## src/pkg/tip_pkg.sv

```systemverilog
// Purpose: shared widths, reset values and timing figures of the three-phase pwm
// Assumes: one 100 MHz clock, synchronous active-low reset
// Notes:   settings arrive as plain ports; no register bus
package tip_pkg;
    localparam int          PER_W       = 16;
    localparam int          DT_W        = 10;
    localparam int          SW_W        = 10;
    localparam int          CHOP_W      = 8;
    localparam int          NPH         = 3;
    localparam int          NOUT        = 2 * NPH;
    localparam int          CLK_NS      = 10;
    // least external sync pulse width, two core clocks
    localparam int          SYNC_MIN_NS = 2 * CLK_NS;
    localparam int          SYNC_MIN_CYC = (SYNC_MIN_NS + CLK_NS - 1) / CLK_NS;
    localparam logic [PER_W-1:0]  CNT_RST   = 16'h0000;
    localparam logic [PER_W-1:0]  DUTY_RST  = 16'h0000;
    localparam logic [SW_W-1:0]   SW_RST    = 10'h000;
    localparam logic [DT_W-1:0]   DT_RST    = 10'h000;
    localparam logic [CHOP_W-1:0] CHOP_RST  = 8'h00;
    localparam logic [NOUT-1:0]   OUT_RST   = 6'h00;
    // level that every output takes while shutdown is asserted
    localparam logic [NOUT-1:0]   OUT_OFF   = 6'h3f;
    localparam logic [NOUT-1:0]   ALL_OFF   = 6'h00;
    typedef enum logic {TIP_UP, TIP_DOWN} tip_dir_t;
endpackage

```

## src/design/tip_pwm.sv

```systemverilog
// Purpose: three-phase centre-aligned pwm generator with dead time and chopping
// Assumes: settings are static or change only between periods; i_mclk 100 MHz
// Notes:   shutdown path bypasses every flop so it works without a clock
//
// Notes on behaviour
// - six outputs, three phase pairs of one high-side and one low-side drive.
// - period and dead time each come from their own setting input.
// - three duty settings, each setting the duty of one output pair.
// - each of the six outputs has its own enable bit.
// - per-pair crossover bit swaps high-side and low-side waveforms.
// - chopping mixes outputs with a carrier whose rate an 8-bit field sets.
// - chopping is enabled separately for high-side and low-side outputs.
// - single update mode loads duty once per period, symmetric about midpoint.
// - double update mode reloads duty again at the midpoint.
// - one control bit selects single or double update.
// - internal sync pulse each period start, plus midpoint in double mode.
// - internal sync also drives the sync pin, width from its own setting.
// - external sync pulse on the sync pin can replace the internal one.
// - optional synchroniser on external sync, adding latency and jitter.
// - shutdown input low forces all six outputs to the off level, high.
// - shutdown path is purely combinational, immune to clock loss.
// - status shows shutdown input level and which half of the period runs.
// - only active-high patterns; no output polarity inversion.
`timescale 1ns/1ns
`default_nettype none
module tip_pwm
    import tip_pkg::*;
(
    input  wire logic              i_mclk,
    input  wire logic              i_resetn,
    input  wire logic              i_run,
    input  wire logic [PER_W-1:0]  i_period_setting,
    input  wire logic [DT_W-1:0]   i_dead_time_setting,
    input  wire logic [SW_W-1:0]   i_sync_pulse_width_setting,
    input  wire logic [PER_W-1:0]  i_phase0_duty,
    input  wire logic [PER_W-1:0]  i_phase1_duty,
    input  wire logic [PER_W-1:0]  i_phase2_duty,
    input  wire logic [NOUT-1:0]   i_output_enable,
    input  wire logic [NPH-1:0]    i_crossover,
    input  wire logic [CHOP_W-1:0] i_chop_rate,
    input  wire logic              i_chop_high_en,
    input  wire logic              i_chop_low_en,
    input  wire logic              i_double_update,
    input  wire logic              i_ext_sync_sel,
    input  wire logic              i_ext_sync_resync,
    input  wire logic              i_sync_pin,
    output logic                   o_sync_pin,
    output logic                   o_sync_oe,
    input  wire logic              i_shutdown_input_n,
    output logic                   o_trip_level,
    output logic                   o_second_half,
    output logic                   o_phase0_high_out,
    output logic                   o_phase0_low_out,
    output logic                   o_phase1_high_out,
    output logic                   o_phase1_low_out,
    output logic                   o_phase2_high_out,
    output logic                   o_phase2_low_out
);
    // centre threshold: output is active while count is at or above it, unless duty is zero
    function automatic logic is_active(input logic [PER_W-1:0] cnt,
                                       input logic [PER_W-1:0] per,
                                       input logic [PER_W-1:0] duty);
        logic [PER_W-1:0] thr;
        thr = (duty >= per) ? CNT_RST : per - duty;
        return (duty != DUTY_RST) && (cnt >= thr);
    endfunction

    logic [PER_W-1:0]  cnt_ff;
    tip_dir_t          dir_ff;
    logic              running_ff;
    logic [PER_W-1:0]  per_sh_ff;
    logic [PER_W-1:0]  duty_sh_ff [NPH];
    logic [PER_W-1:0]  nxt_cnt;
    tip_dir_t          nxt_dir;
    logic [PER_W-1:0]  nxt_per_sh;
    logic [PER_W-1:0]  nxt_duty_sh [NPH];
    logic [PER_W-1:0]  duty_in [NPH];
    logic              start_evt;
    logic              mid_evt;
    logic              sync_evt;
    logic              ext_restart;
    logic              sync_direct_ff;
    logic              sync_prev_ff;
    logic              sync_resync;
    logic              sync_level;
    logic [SW_W-1:0]   sw_cnt_ff;
    logic              sync_out_ff;
    logic [SW_W-1:0]   nxt_sw_cnt;
    logic [CHOP_W-1:0] chop_cnt_ff;
    logic              chop_ff;
    logic [CHOP_W-1:0] nxt_chop_cnt;
    logic              nxt_chop;
    logic [NOUT-1:0]   want;
    logic [NOUT-1:0]   dead_out;
    logic [NOUT-1:0]   out_ff;
    logic [NOUT-1:0]   nxt_out;
    logic [NOUT-1:0]   trip_out;

    assign duty_in[0] = i_phase0_duty;
    assign duty_in[1] = i_phase1_duty;
    assign duty_in[2] = i_phase2_duty;

    tip_sync u_sync_in (
        .i_mclk    (i_mclk),
        .i_resetn  (i_resetn),
        .i_async   (i_sync_pin),
        .i_rst_val (1'b0),
        .o_level   (sync_resync)
    );

    // bypass path trusts the pin to be synchronous: one flop, no filter
    assign sync_level  = i_ext_sync_resync ? sync_resync : sync_direct_ff;
    assign ext_restart = i_ext_sync_sel & sync_level & ~sync_prev_ff;

    always_ff @(posedge i_mclk) begin
        if (!i_resetn) begin
            sync_direct_ff <= 1'b0;
            sync_prev_ff   <= 1'b0;
        end else begin
            sync_direct_ff <= i_sync_pin;
            sync_prev_ff   <= sync_level;
        end
    end
    assign start_evt = i_run & (~running_ff | ext_restart
                              | (dir_ff == TIP_DOWN && cnt_ff == CNT_RST));
    assign mid_evt   = i_run & ~start_evt & (dir_ff == TIP_UP) & (cnt_ff >= per_sh_ff);
    assign sync_evt  = start_evt | (mid_evt & i_double_update);

    always_comb begin
        nxt_cnt    = cnt_ff;
        nxt_dir    = dir_ff;
        nxt_per_sh = per_sh_ff;
        for (int i = 0; i < NPH; i++) begin
            nxt_duty_sh[i] = duty_sh_ff[i];
        end
        if (!i_run) begin
            nxt_cnt = CNT_RST;
            nxt_dir = TIP_UP;
        end else if (start_evt) begin
            nxt_cnt    = CNT_RST;
            nxt_dir    = TIP_UP;
            nxt_per_sh = i_period_setting;
            for (int i = 0; i < NPH; i++) begin
                nxt_duty_sh[i] = duty_in[i];
            end
        end else if (mid_evt) begin
            nxt_dir = TIP_DOWN;
            nxt_cnt = per_sh_ff;
            if (i_double_update) begin
                for (int i = 0; i < NPH; i++) begin
                    nxt_duty_sh[i] = duty_in[i];
                end
            end
        end else if (dir_ff == TIP_UP) begin
            nxt_cnt = cnt_ff + 16'h0001;
        end else begin
            nxt_cnt = cnt_ff - 16'h0001;
        end
    end

    always_ff @(posedge i_mclk) begin
        if (!i_resetn) begin
            cnt_ff     <= CNT_RST;
            dir_ff     <= TIP_UP;
            running_ff <= 1'b0;
            per_sh_ff  <= CNT_RST;
            for (int i = 0; i < NPH; i++) begin
                duty_sh_ff[i] <= DUTY_RST;
            end
        end else begin
            cnt_ff     <= nxt_cnt;
            dir_ff     <= nxt_dir;
            running_ff <= i_run;
            per_sh_ff  <= nxt_per_sh;
            for (int i = 0; i < NPH; i++) begin
                duty_sh_ff[i] <= nxt_duty_sh[i];
            end
        end
    end
    always_comb begin
        nxt_sw_cnt = sw_cnt_ff;
        if (sync_evt) begin
            nxt_sw_cnt = i_sync_pulse_width_setting;
        end else if (sw_cnt_ff != SW_RST) begin
            nxt_sw_cnt = sw_cnt_ff - 10'h001;
        end
    end

    always_ff @(posedge i_mclk) begin
        if (!i_resetn) begin
            sw_cnt_ff   <= SW_RST;
            sync_out_ff <= 1'b0;
        end else begin
            sw_cnt_ff   <= nxt_sw_cnt;
            sync_out_ff <= (nxt_sw_cnt != SW_RST);
        end
    end

    assign o_sync_pin = sync_out_ff;
    assign o_sync_oe  = ~i_ext_sync_sel;
    always_comb begin
        nxt_chop_cnt = chop_cnt_ff + 8'h01;
        nxt_chop     = chop_ff;
        if (chop_cnt_ff >= i_chop_rate) begin
            nxt_chop_cnt = CHOP_RST;
            nxt_chop     = ~chop_ff;
        end
    end

    always_ff @(posedge i_mclk) begin
        if (!i_resetn) begin
            chop_cnt_ff <= CHOP_RST;
            chop_ff     <= 1'b0;
        end else begin
            chop_cnt_ff <= nxt_chop_cnt;
            chop_ff     <= nxt_chop;
        end
    end
    // even bit is high side, odd bit low side of the same phase
    genvar g;
    generate
        for (g = 0; g < NPH; g++) begin : g_phase
            assign want[2*g]   = i_run & is_active(cnt_ff, per_sh_ff, duty_sh_ff[g]);
            assign want[2*g+1] = i_run & ~is_active(cnt_ff, per_sh_ff, duty_sh_ff[g]);
        end
        for (g = 0; g < NOUT; g++) begin : g_dead
            tip_dead u_dead (
                .i_mclk   (i_mclk),
                .i_resetn (i_resetn),
                .i_want   (want[g]),
                .i_dead   (i_dead_time_setting),
                .o_drive  (dead_out[g])
            );
        end
    endgenerate

    always_comb begin
        nxt_out = ALL_OFF;
        for (int i = 0; i < NPH; i++) begin
            if (i_crossover[i]) begin
                nxt_out[2*i]   = dead_out[2*i+1];
                nxt_out[2*i+1] = dead_out[2*i];
            end else begin
                nxt_out[2*i]   = dead_out[2*i];
                nxt_out[2*i+1] = dead_out[2*i+1];
            end
            nxt_out[2*i]   = nxt_out[2*i] & (~i_chop_high_en | chop_ff);
            nxt_out[2*i+1] = nxt_out[2*i+1] & (~i_chop_low_en | chop_ff);
        end
        nxt_out = nxt_out & i_output_enable;
    end

    always_ff @(posedge i_mclk) begin
        if (!i_resetn) begin
            out_ff <= OUT_RST;
        end else begin
            out_ff <= nxt_out;
        end
    end

    // no flop between the shutdown pin and the outputs
    assign trip_out = i_shutdown_input_n ? out_ff : OUT_OFF;

    assign o_phase0_high_out = trip_out[0];
    assign o_phase0_low_out  = trip_out[1];
    assign o_phase1_high_out = trip_out[2];
    assign o_phase1_low_out  = trip_out[3];
    assign o_phase2_high_out = trip_out[4];
    assign o_phase2_low_out  = trip_out[5];
    tip_sync u_trip_in (
        .i_mclk    (i_mclk),
        .i_resetn  (i_resetn),
        .i_async   (i_shutdown_input_n),
        .i_rst_val (1'b1),
        .o_level   (o_trip_level)
    );
    assign o_second_half = (dir_ff == TIP_DOWN);
endmodule
`default_nettype wire

```

## src/design/tip_sync.sv

```systemverilog
// Purpose: three-flop input synchroniser with agreement filter
// Assumes: input asynchronous to i_mclk
// Notes:   output changes once the second and third flop agree
`timescale 1ns/1ns
`default_nettype none
module tip_sync
    import tip_pkg::*;
(
    input  wire logic i_mclk,
    input  wire logic i_resetn,
    input  wire logic i_async,
    input  wire logic i_rst_val,
    output logic      o_level
);
    logic s1_ff;
    logic s2_ff;
    logic s3_ff;
    logic q_ff;
    logic nxt_q;

    always_comb begin
        nxt_q = q_ff;
        if (s2_ff == s3_ff) begin
            nxt_q = s3_ff;
        end
    end

    // reset value is a tie-off constant at the instance
    always_ff @(posedge i_mclk) begin
        if (!i_resetn) begin
            s1_ff <= i_rst_val;
            s2_ff <= i_rst_val;
            s3_ff <= i_rst_val;
            q_ff  <= i_rst_val;
        end else begin
            s1_ff <= i_async;
            s2_ff <= s1_ff;
            s3_ff <= s2_ff;
            q_ff  <= nxt_q;
        end
    end

    assign o_level = q_ff;
endmodule
`default_nettype wire

```

## src/design/tip_dead.sv

```systemverilog
// Purpose: dead-time inserter for one output; delays each turn-on
// Assumes: i_want of the partner output is the complement of this one
// Notes:   turn-off is immediate, turn-on waits dead time plus one clock
`timescale 1ns/1ns
`default_nettype none
module tip_dead
    import tip_pkg::*;
(
    input  wire logic            i_mclk,
    input  wire logic            i_resetn,
    input  wire logic            i_want,
    input  wire logic [DT_W-1:0] i_dead,
    output logic                 o_drive
);
    logic [DT_W-1:0] cnt_ff;
    logic            drive_ff;
    logic [DT_W-1:0] nxt_cnt;
    logic            nxt_drive;

    always_comb begin
        nxt_cnt   = cnt_ff;
        nxt_drive = drive_ff;
        if (!i_want) begin
            nxt_drive = 1'b0;
            nxt_cnt   = DT_RST;
        end else if (!drive_ff) begin
            if (cnt_ff >= i_dead) begin
                nxt_drive = 1'b1;
            end else begin
                nxt_cnt = cnt_ff + 10'h001;
            end
        end
    end

    always_ff @(posedge i_mclk) begin
        if (!i_resetn) begin
            cnt_ff   <= DT_RST;
            drive_ff <= 1'b0;
        end else begin
            cnt_ff   <= nxt_cnt;
            drive_ff <= nxt_drive;
        end
    end

    assign o_drive = drive_ff;
endmodule
`default_nettype wire

```

## config.mk

```make
export PLATFORM = sky130hd
export DESIGN_NAME = tip_pwm
export DESIGN_NICKNAME = d
export VERILOG_FILES = /design/src/pkg/tip_pkg.sv /design/src/design/tip_pwm.sv /design/src/design/tip_sync.sv /design/src/design/tip_dead.sv
export SDC_FILE = /design/constraint.sdc
export NUM_CORES = 1
export LEC_CHECK = 0
export BUFFER_PORTS_ARGS = -buffer_cell sky130_fd_sc_hd__buf_2
export CORE_MARGIN = 1
export CORE_UTILIZATION = 35
export CTS_BUF_LIST = sky130_fd_sc_hd__clkbuf_8 sky130_fd_sc_hd__clkbuf_16
export DETAILED_ROUTE_END_ITERATION = 10
export PLACE_DENSITY = 0.48
export SLEW_MARGIN = 5
export SYNTH_ARGS = -nofsm -noshare
export SYNTH_HDL_FRONTEND = slang
export SYNTH_SLANG_ARGS = --single-unit
```

## constraint.sdc

```tcl
create_clock -name i_mclk -period 9.5 [get_ports i_mclk]
set_input_delay 2.375 -clock i_mclk [delete_from_list [all_inputs] [get_ports i_mclk]]
set_output_delay 2.375 -clock i_mclk [all_outputs]
set_load 0.005 [all_outputs]
```

==> metrics.txt, run 1 <==
slowest CP cell a31oi_4; Synth top area share 0.270; total negative slack 0 ns; largest net degree at the start of global routing 90; status finished clean; gr ovfl total 0; ys flop type dfxtp_1; # setup viols final 0; Synth Area per Inst approximately 8.5 µm²; Final Max Slew Viols 0; delay-heaviest family, CP buffers and inverters; CP Launch Type input pin; post-placement setup slack 3.39 ns; PostCTS Resize Cnt 0; maximum VDD drop 0.000124 V; fin crit share 0.592; Root Buffer clkbuf_16; # IOs roughly 120; MaxCap Viol Count 0; critical path fanouts, max 52; DR vias 11.3k; Syn Nets about 1.9k; Psw 693 µW; Worst Skew around 0.012 ns; Worst Setup End Kind flip-flop; worst skew pair latency 0.46 ns; synthesis-to-finish area growth 12.5%; Post-synth EDFFs 0; fin area roughly 15000 µm²; Logic pwr share 0.271; gr usage total 0.185; vias in the first global route around 11k; fmax 0.178 GHz; Buf/Inv on CP 3; Post-synth top cells 202 x ha_1, 183 x dfxtp_1, 141 x nor2_1; Mapped Cells approximately 1.6k; most frequent CP cell mux2i_1; Rows 71; synth top area cells dfxtp_1 27%, ha_1 19%, mux2i_1 5.0%; input/output buffers 120; fin cells 2226; routed vias/inst roughly 5; Cell Pwr Density 141 nW/µm²; Critical Path AT between 5 and 6 ns; cell internal pwr between 1000 and 1500 µW; unrepaired setup endpoints after global routing false; sequential share of the synthesized area 0.270; PnR worst setup slack approximately 3.9 ns; Setup Buffers After CTS 0; Yosys cell types between 60 and 70; register share of total power 0.390; die area 39500 µm²; dpl hpwl roughly 27000 µm; Die X 199 µm; placed cell areas 14600 µm²; CTS Buf Count 17; Core ar. 37800 µm²; routed wire length between 30000 and 40000 µm; antenna violations before repair 0; Clk pwr share 0.339; Slew headroom 0.290; Synth Warn # 0; CTS tree built; starting density of the core 0.358; layout cell share with drive strength beyond 1 0.107; CP Cell Sequence buf_2 > mux2i_1 > o31a_1 > o41a_1 > nand2b_1 > clkinv_2 > a31oi_4 > buf_4 > mux2i_1 > nor2b_1; Sink Count about 180; FFs w/ async S/R, synth 0; Die Y-Extent about 200 µm; DRC viols 0; clk slew on worst S/H paths around 0.07 ns; CTS Hold Buffers Added 0; Final Hold Violating Endpoints 0; Routed wire per std cell 16.0 µm; leading area contributor after synthesis dfxtp_1; Worst-Margin Slew approximately 1.1 ns; CTS Buffer Depth 2; Cell Area, Synth between 10000 and 15000 µm²; Crit Path Category in -> reg; nets@finish roughly 2.0k; Inst Count DP between 2k and 2.5k; CP required between 9 and 10 ns; diode count 0; post-synthesis register bit count around 180; GP Congestion between 0.8 and 0.9; Switching Share 0.322; first-pass GRT wire length 56500 µm; DR pass1 iterations 4; leak pwr a little over 0.007 µW; most frequent cell after synthesis ha_1; CTS H-tree lvls 4; Largest stage delay, worst path 0.71 ns; number of routed nets with antenna violations 0; Hold WC Path Type reg -> reg; Final Critical Period approximately 5.6 ns; First DRT Iteration DRCs approximately 470
## sequential cells by signal (all words and copies together), names as in the netlist
name and flops:
u_trip_in.s3_ff 1, u_sync_in.o_level 1, sw_cnt_ff 10, sync_prev_ff 1, running_ff 1, u_sync_in.s3_ff 1, g_dead.u_dead.o_drive 6, u_trip_in.o_level 1
duty_sh_ff 48, o_sync_pin 1, per_sh_ff 16, u_trip_in.s2_ff 1, u_sync_in.s2_ff 1, cnt_ff 16, u_trip_in.s1_ff 1, u_sync_in.s1_ff 1
out_ff 6, chop_cnt_ff 8, o_second_half 1, chop_ff 1, g_dead.u_dead.cnt_ff 60
## path summary, 6_finish.rpt
| kind | start | end | slack (ns) | depth (start not counted) |
|---|---|---|---|---|
| hold / removal | u_trip_in.s1_ff | u_trip_in.s2_ff | 0.41 | 1 |
| setup reg to reg | per_sh_ff[0] | g_dead[4].u_dead.cnt_ff[3] | 4.32 | 22 |
| setup / recovery | i_ext_sync_resync | duty_sh_ff[0][45] | 3.88 | 10 |
| hold reg to reg | u_trip_in.s1_ff | u_trip_in.s2_ff | 0.41 | 1 |
## stage by stage
stage	hold slack [ns]	util	total power [µW]
finish	0.408	0.403	2150
global route	0.430	0.403	2290
CTS	0.414	0.403	2190
detailed placement	0.396	0.387	1440
global placement	0.395	0.387	1440
floorplan	0.386	-	1290
## power by group through the flow
stage	registers, µW	clock network, µW	logic (µW)
after detailed placement	859	0	586
after CTS	841	756	589
after global routing	844	784	664
after floorplan	839	0	454
after global placement	858	0	580
final	840	730	583
## cells in the final DEF, fill, tap and decap left out, types with 14 or more instances in the layout
master,count
ha_1,202
dfxtp_1,183
nor2_1,141
nand2_1,124
buf_2,120
inv_1,109
nor2b_1,73
a21oi_1,70
mux2i_1,67
o21ai_0,53
a21o_1,53
xor2_1,53
xnor2_1,50
nand3_1,45
nand4_1,43
nand2b_1,36
a211oi_1,28
and3_1,26
a21boi_0,22
nor4_1,18
clkbuf_16,17
or3_1,14
nor3_1,14
o21a_1,14
## metal layers
metal	track usage	wire length [µm]	vias up
met1	0.231	16700	5180
met5	0	0	-
met4	0.0615	797	0
li1	-	-	5901
met3	0.0303	1080	45
met2	0.321	17000	167
## worst reg2reg max path, cell delays in order, from the launching register on
cell	delay, ns
dfxtp_1	0.34
inv_1	0.18
ha_1	0.20
inv_1	0.05
fa_1	0.40
a21oi_1	0.20
o211ai_1	0.15
a211oi_1	0.41
a21oi_1	0.16
and3_1	0.21
o21ai_0	0.28
a211oi_2	0.11
buf_4	0.20
nor2b_1	0.15
ha_1	0.27
nand2b_1	0.14
a21o_1	0.17
a21o_1	0.18
a211oi_1	0.21
o21ai_0	0.14
a221oi_1	0.35
or3_1	0.44
nor2_1	0.10
## cells by family (layout without fill, tap and decap cells)
kind of cell    after synthesis  count (layout)  synth area share
xor+xnor                    103             103            0.0666
buf+inv                     145             266            0.0433
compound gates              320             320             0.162
fa+ha+maj                   206             206             0.192
simple gates                562             562             0.209
mux                          75              75            0.0562
flops                       183             183             0.270
## layout make-up
class	instances	area (µm²)
clock buffers	18	439
clock inverters	14	150
fillers	3965	22600
inverters	110	414
multi-input cells	1266	9300
flip-flops and latches	183	3660
well taps	511	639
repair buffers	124	631
No activity file was read; power rests on OpenSTA's default activity.
==> run 2, diff against run 1 <==
--- a/config.mk
+++ b/config.mk
@@ -5,12 +5,13 @@
 export SDC_FILE = /design/constraint.sdc
 export NUM_CORES = 1
 export LEC_CHECK = 0
+export ABC_AREA = 1
 export BUFFER_PORTS_ARGS = -buffer_cell sky130_fd_sc_hd__buf_2
 export CORE_MARGIN = 1
 export CORE_UTILIZATION = 35
 export CTS_BUF_LIST = sky130_fd_sc_hd__clkbuf_8 sky130_fd_sc_hd__clkbuf_16
 export DETAILED_ROUTE_END_ITERATION = 10
-export PLACE_DENSITY = 0.48
+export PLACE_DENSITY = 0.5
 export SLEW_MARGIN = 5
 export SYNTH_ARGS = -nofsm -noshare
 export SYNTH_HDL_FRONTEND = slang
==> constraint.sdc (replaced) <==
create_clock -name i_mclk -period 5.1 [get_ports i_mclk]
set_input_delay 1.275 -clock i_mclk [delete_from_list [all_inputs] [get_ports i_mclk]]
set_output_delay 1.275 -clock i_mclk [all_outputs]
set_load 0.005 [all_outputs]
==> run 2 against run 1 <==
Compared with the run above: clock power grew 110%; register-to-register slack worse by 3.3 ns; setup slack worse by 2.9 ns; synthesized cell count is 19% higher; highest routed layer is now met5.
==> metrics.txt, run 2 <==
CP Launch Type flip-flop; first-pass GRT wire length 62500 µm (+10%); routed vias/inst 5.01 (-1.2%); Routed wire per std cell 15.8 µm (-1.2%); Final Hold Violating Endpoints 0 (unchanged); FFs w/ async S/R, synth 0 (unchanged); Largest stage delay, worst path 0.35 ns (-0.36 ns); Logic pwr share 0.278 (+0.007); Rows 71 (unchanged); Syn Nets 2208 (+16%); fmax about 0.24 GHz; antenna violations before repair 1 (+1); unrepaired setup endpoints after global routing false; PostCTS Resize Cnt 0 (unchanged); MaxCap Viol Count 0 (unchanged); Hold WC Path Type reg -> reg; diode count 0 (unchanged); clk slew on worst S/H paths 0.08 ns (about the same); delay-heaviest family, CP simple AND/OR/NAND/NOR gates; routed wire length 39700 µm (+12%); sequential share of the synthesized area 0.272 (+0.00151); Critical Path AT 4.45 ns (-1.51 ns); CTS tree built; input/output buffers 120 (unchanged); First DRT Iteration DRCs 794 (+68%); Die Y-Extent 198 µm (-0.27%); GP Congestion 0.882 (+4.3%); cell internal pwr 2830 µW (+94%); layout cell share with drive strength beyond 1 0.100 (-0.00714); Synth Area per Inst 7.12 µm² (-16%); DR vias 12.6k (+12%); Buf/Inv on CP 3 (unchanged); Sink Count 183 (unchanged); commonest non-fill, non-tap cells in the layout 315 x nand2_1, 245 x a21oi_1, 209 x inv_1; Clk pwr share 0.356 (+0.017); Final Critical Period slightly above 4 ns; busiest grt layer met2; number of routed nets with antenna violations 0 (unchanged); slowest CP cell dfxtp_1; gr ovfl total 0 (unchanged); fin cells 2518 (+13%); status finished clean; Worst Skew 0.0142 ns (+0.00194 ns); Mapped Cells 1891 (+19%); vias in the first global route 11.7k (+7.6%); Synth top area share 0.272 (+0.00151); critical path fanouts, max 11 (-79%); ys flop type dfxtp_1; total negative slack 0 ns (unchanged); leading area contributor after synthesis dfxtp_1; Setup Buffers After CTS 0 (unchanged); most frequent CP cell nand2_1; Final Max Slew Viols 0 (unchanged); DRC viols 0 (unchanged); worst skew pair latency 0.46 ns (about the same); post-synthesis register bit count 183 (unchanged); top flop regs g_dead.u_dead.cnt_ff: 60 flops, duty_sh_ff: 48 flops; Psw 1440 µW (+110%); gr usage total 0.206 (+0.0213); synth top area cells dfxtp_1 27%, ha_1 19%, a21oi_1 9.1%; Inst Count DP 2486 (+13%); Worst-Margin Slew 1.21 ns (+0.149 ns); most frequent cell after synthesis nand2_1; R2R setup slack 1.0 ns (-3.32 ns); Cell Area, Synth 13500 µm² (-0.55%); largest net degree at the start of global routing 97 (+7.8%); GRT met3 Usage 0.0346 (+0.00423); DR pass1 iterations 5 (+1); dpl hpwl 30000 µm (+12%); Crit Path Category reg -> reg; synthesis-to-finish area growth 12.9%; Slew headroom 0.190 (-0.100); # IOs 121 (unchanged); Worst Setup End Kind flip-flop; starting density of the core 0.357 (-0.00115); CTS H-tree lvls 4 (unchanged); CTS Hold Buffers Added 0 (unchanged); fin crit share 0.804; GR Util met1 0.295 (+0.0633); CTS Buf Count 17 (unchanged); Synth Warn # 0 (unchanged); # setup viols final 0 (unchanged); register share of total power 0.366 (-0.024); leak pwr 0.00686 µW (-2.9%); commonest non-fill, non-tap cell in the layout nand2_1; Largest register FFs 60 (unchanged); CP required 5.45 ns (-4.39 ns); die area 39300 µm² (-0.55%); maximum VDD drop 0.000213 V (+72%); Die X 198 µm (-0.27%); Cell Pwr Density 280 nW/µm² (+98%); CTS Buffer Depth 2 (unchanged); Root Buffer clkbuf_16; Switching Share 0.338 (+0.0157); Post-synth top cells 315 x nand2_1, 245 x a21oi_1, 209 x inv_1; nets@finish 2311 (+14%); Post-synth EDFFs 0 (unchanged); Yosys cell types 49 (-27%); M2 GR Usage 0.315 (-0.00589); Largest Register g_dead.u_dead.cnt_ff; Core ar. 37800 µm² (-0.23%)
## run 2: cell types whose count changed after synthesis, moves of 36 or more
cell | before | now
a21o_1 | 53 | 10
a21oi_1 | 70 | 245
inv_1 | 109 | 209
mux2i_1 | 67 | 0
nand2_1 | 124 | 315
nand2b_1 | 36 | 0
nand3_1 | 45 | 92
nor2_1 | 141 | 178
nor2b_1 | 73 | 0
o21ai_0 | 54 | 145
## run 2: worst register-to-register path: cells and delay by family (launching register included)
kind,cells,cell delay [ns]
and+or+nand+nor,14,1.53
AOI/OAI and AO/OA,7,0.90
adders and majority gates,3,0.70
buffers and inverters,3,0.49
DFF,1,0.35
## run 2: metal layers
| metal | vias up | part of all wire | wire [µm] |
|---|---|---|---|
| met1 | 5715 | 0.51 | 20400 |
| met2 | 219 | 0.43 | 17000 |
| met5 | - | 0.00023 | 9 |
| met4 | 2 | 0.021 | 843 |
| met3 | 42 | 0.037 | 1470 |
| li1 | 6639 | - | - |
## run 2: layout make-up
cell class,count,area (µm²)
fillers,4040,22500
multi-input cells,1452,8800
flip-flops and latches,183,3660
inverters,215,810
well taps,511,639
repair buffers,125,638
clock buffers,18,439
clock inverters,14,218
## run 2: worst paths after layout
path | cells after the start | start | end
worst min-delay path | 1 | u_trip_in.s1_ff | u_trip_in.s2_ff
worst max register to register | 27 | per_sh_ff[0] | g_dead[3].u_dead.cnt_ff[7]
worst max-delay path | 27 | per_sh_ff[0] | g_dead[3].u_dead.cnt_ff[7]
worst min register to register | 1 | u_trip_in.s1_ff | u_trip_in.s2_ff
## run 2: logic make-up after synthesis
| kind of cell | synth area share |
|---|---|
| simple gates | 0.233 |
| compound gates | 0.181 |
| buf+inv | 0.0744 |
| fa+ha+maj | 0.194 |
| flops | 0.272 |
| xor+xnor | 0.0462 |
## run 2: power groups by stage
stage | clock network [µW] | registers, µW | logic (µW)
2_1_floorplan | 0 | 1560 | 893
3_3_place_gp | 0 | 1590 | 1170
3_5_place_dp | 0 | 1600 | 1170
4_1_cts | 1560 | 1560 | 1180
5_1_grt | 1600 | 1570 | 1370
6_report | 1520 | 1560 | 1190
## run 2: per-stage QoR
stage	setup slack (ns)	util	power, µW	cell area, µm²	hold WS (ns)
4_1_cts	1.05	0.403	4300	15200	0.425
2_1_floorplan	1.82	-	2460	13500	0.393
6_report	1.00	0.403	4270	15200	0.418
3_3_place_gp	1.12	0.386	2770	14600	0.403
3_5_place_dp	1.07	0.386	2770	14600	0.409
5_1_grt	0.564	0.403	4540	15200	0.438
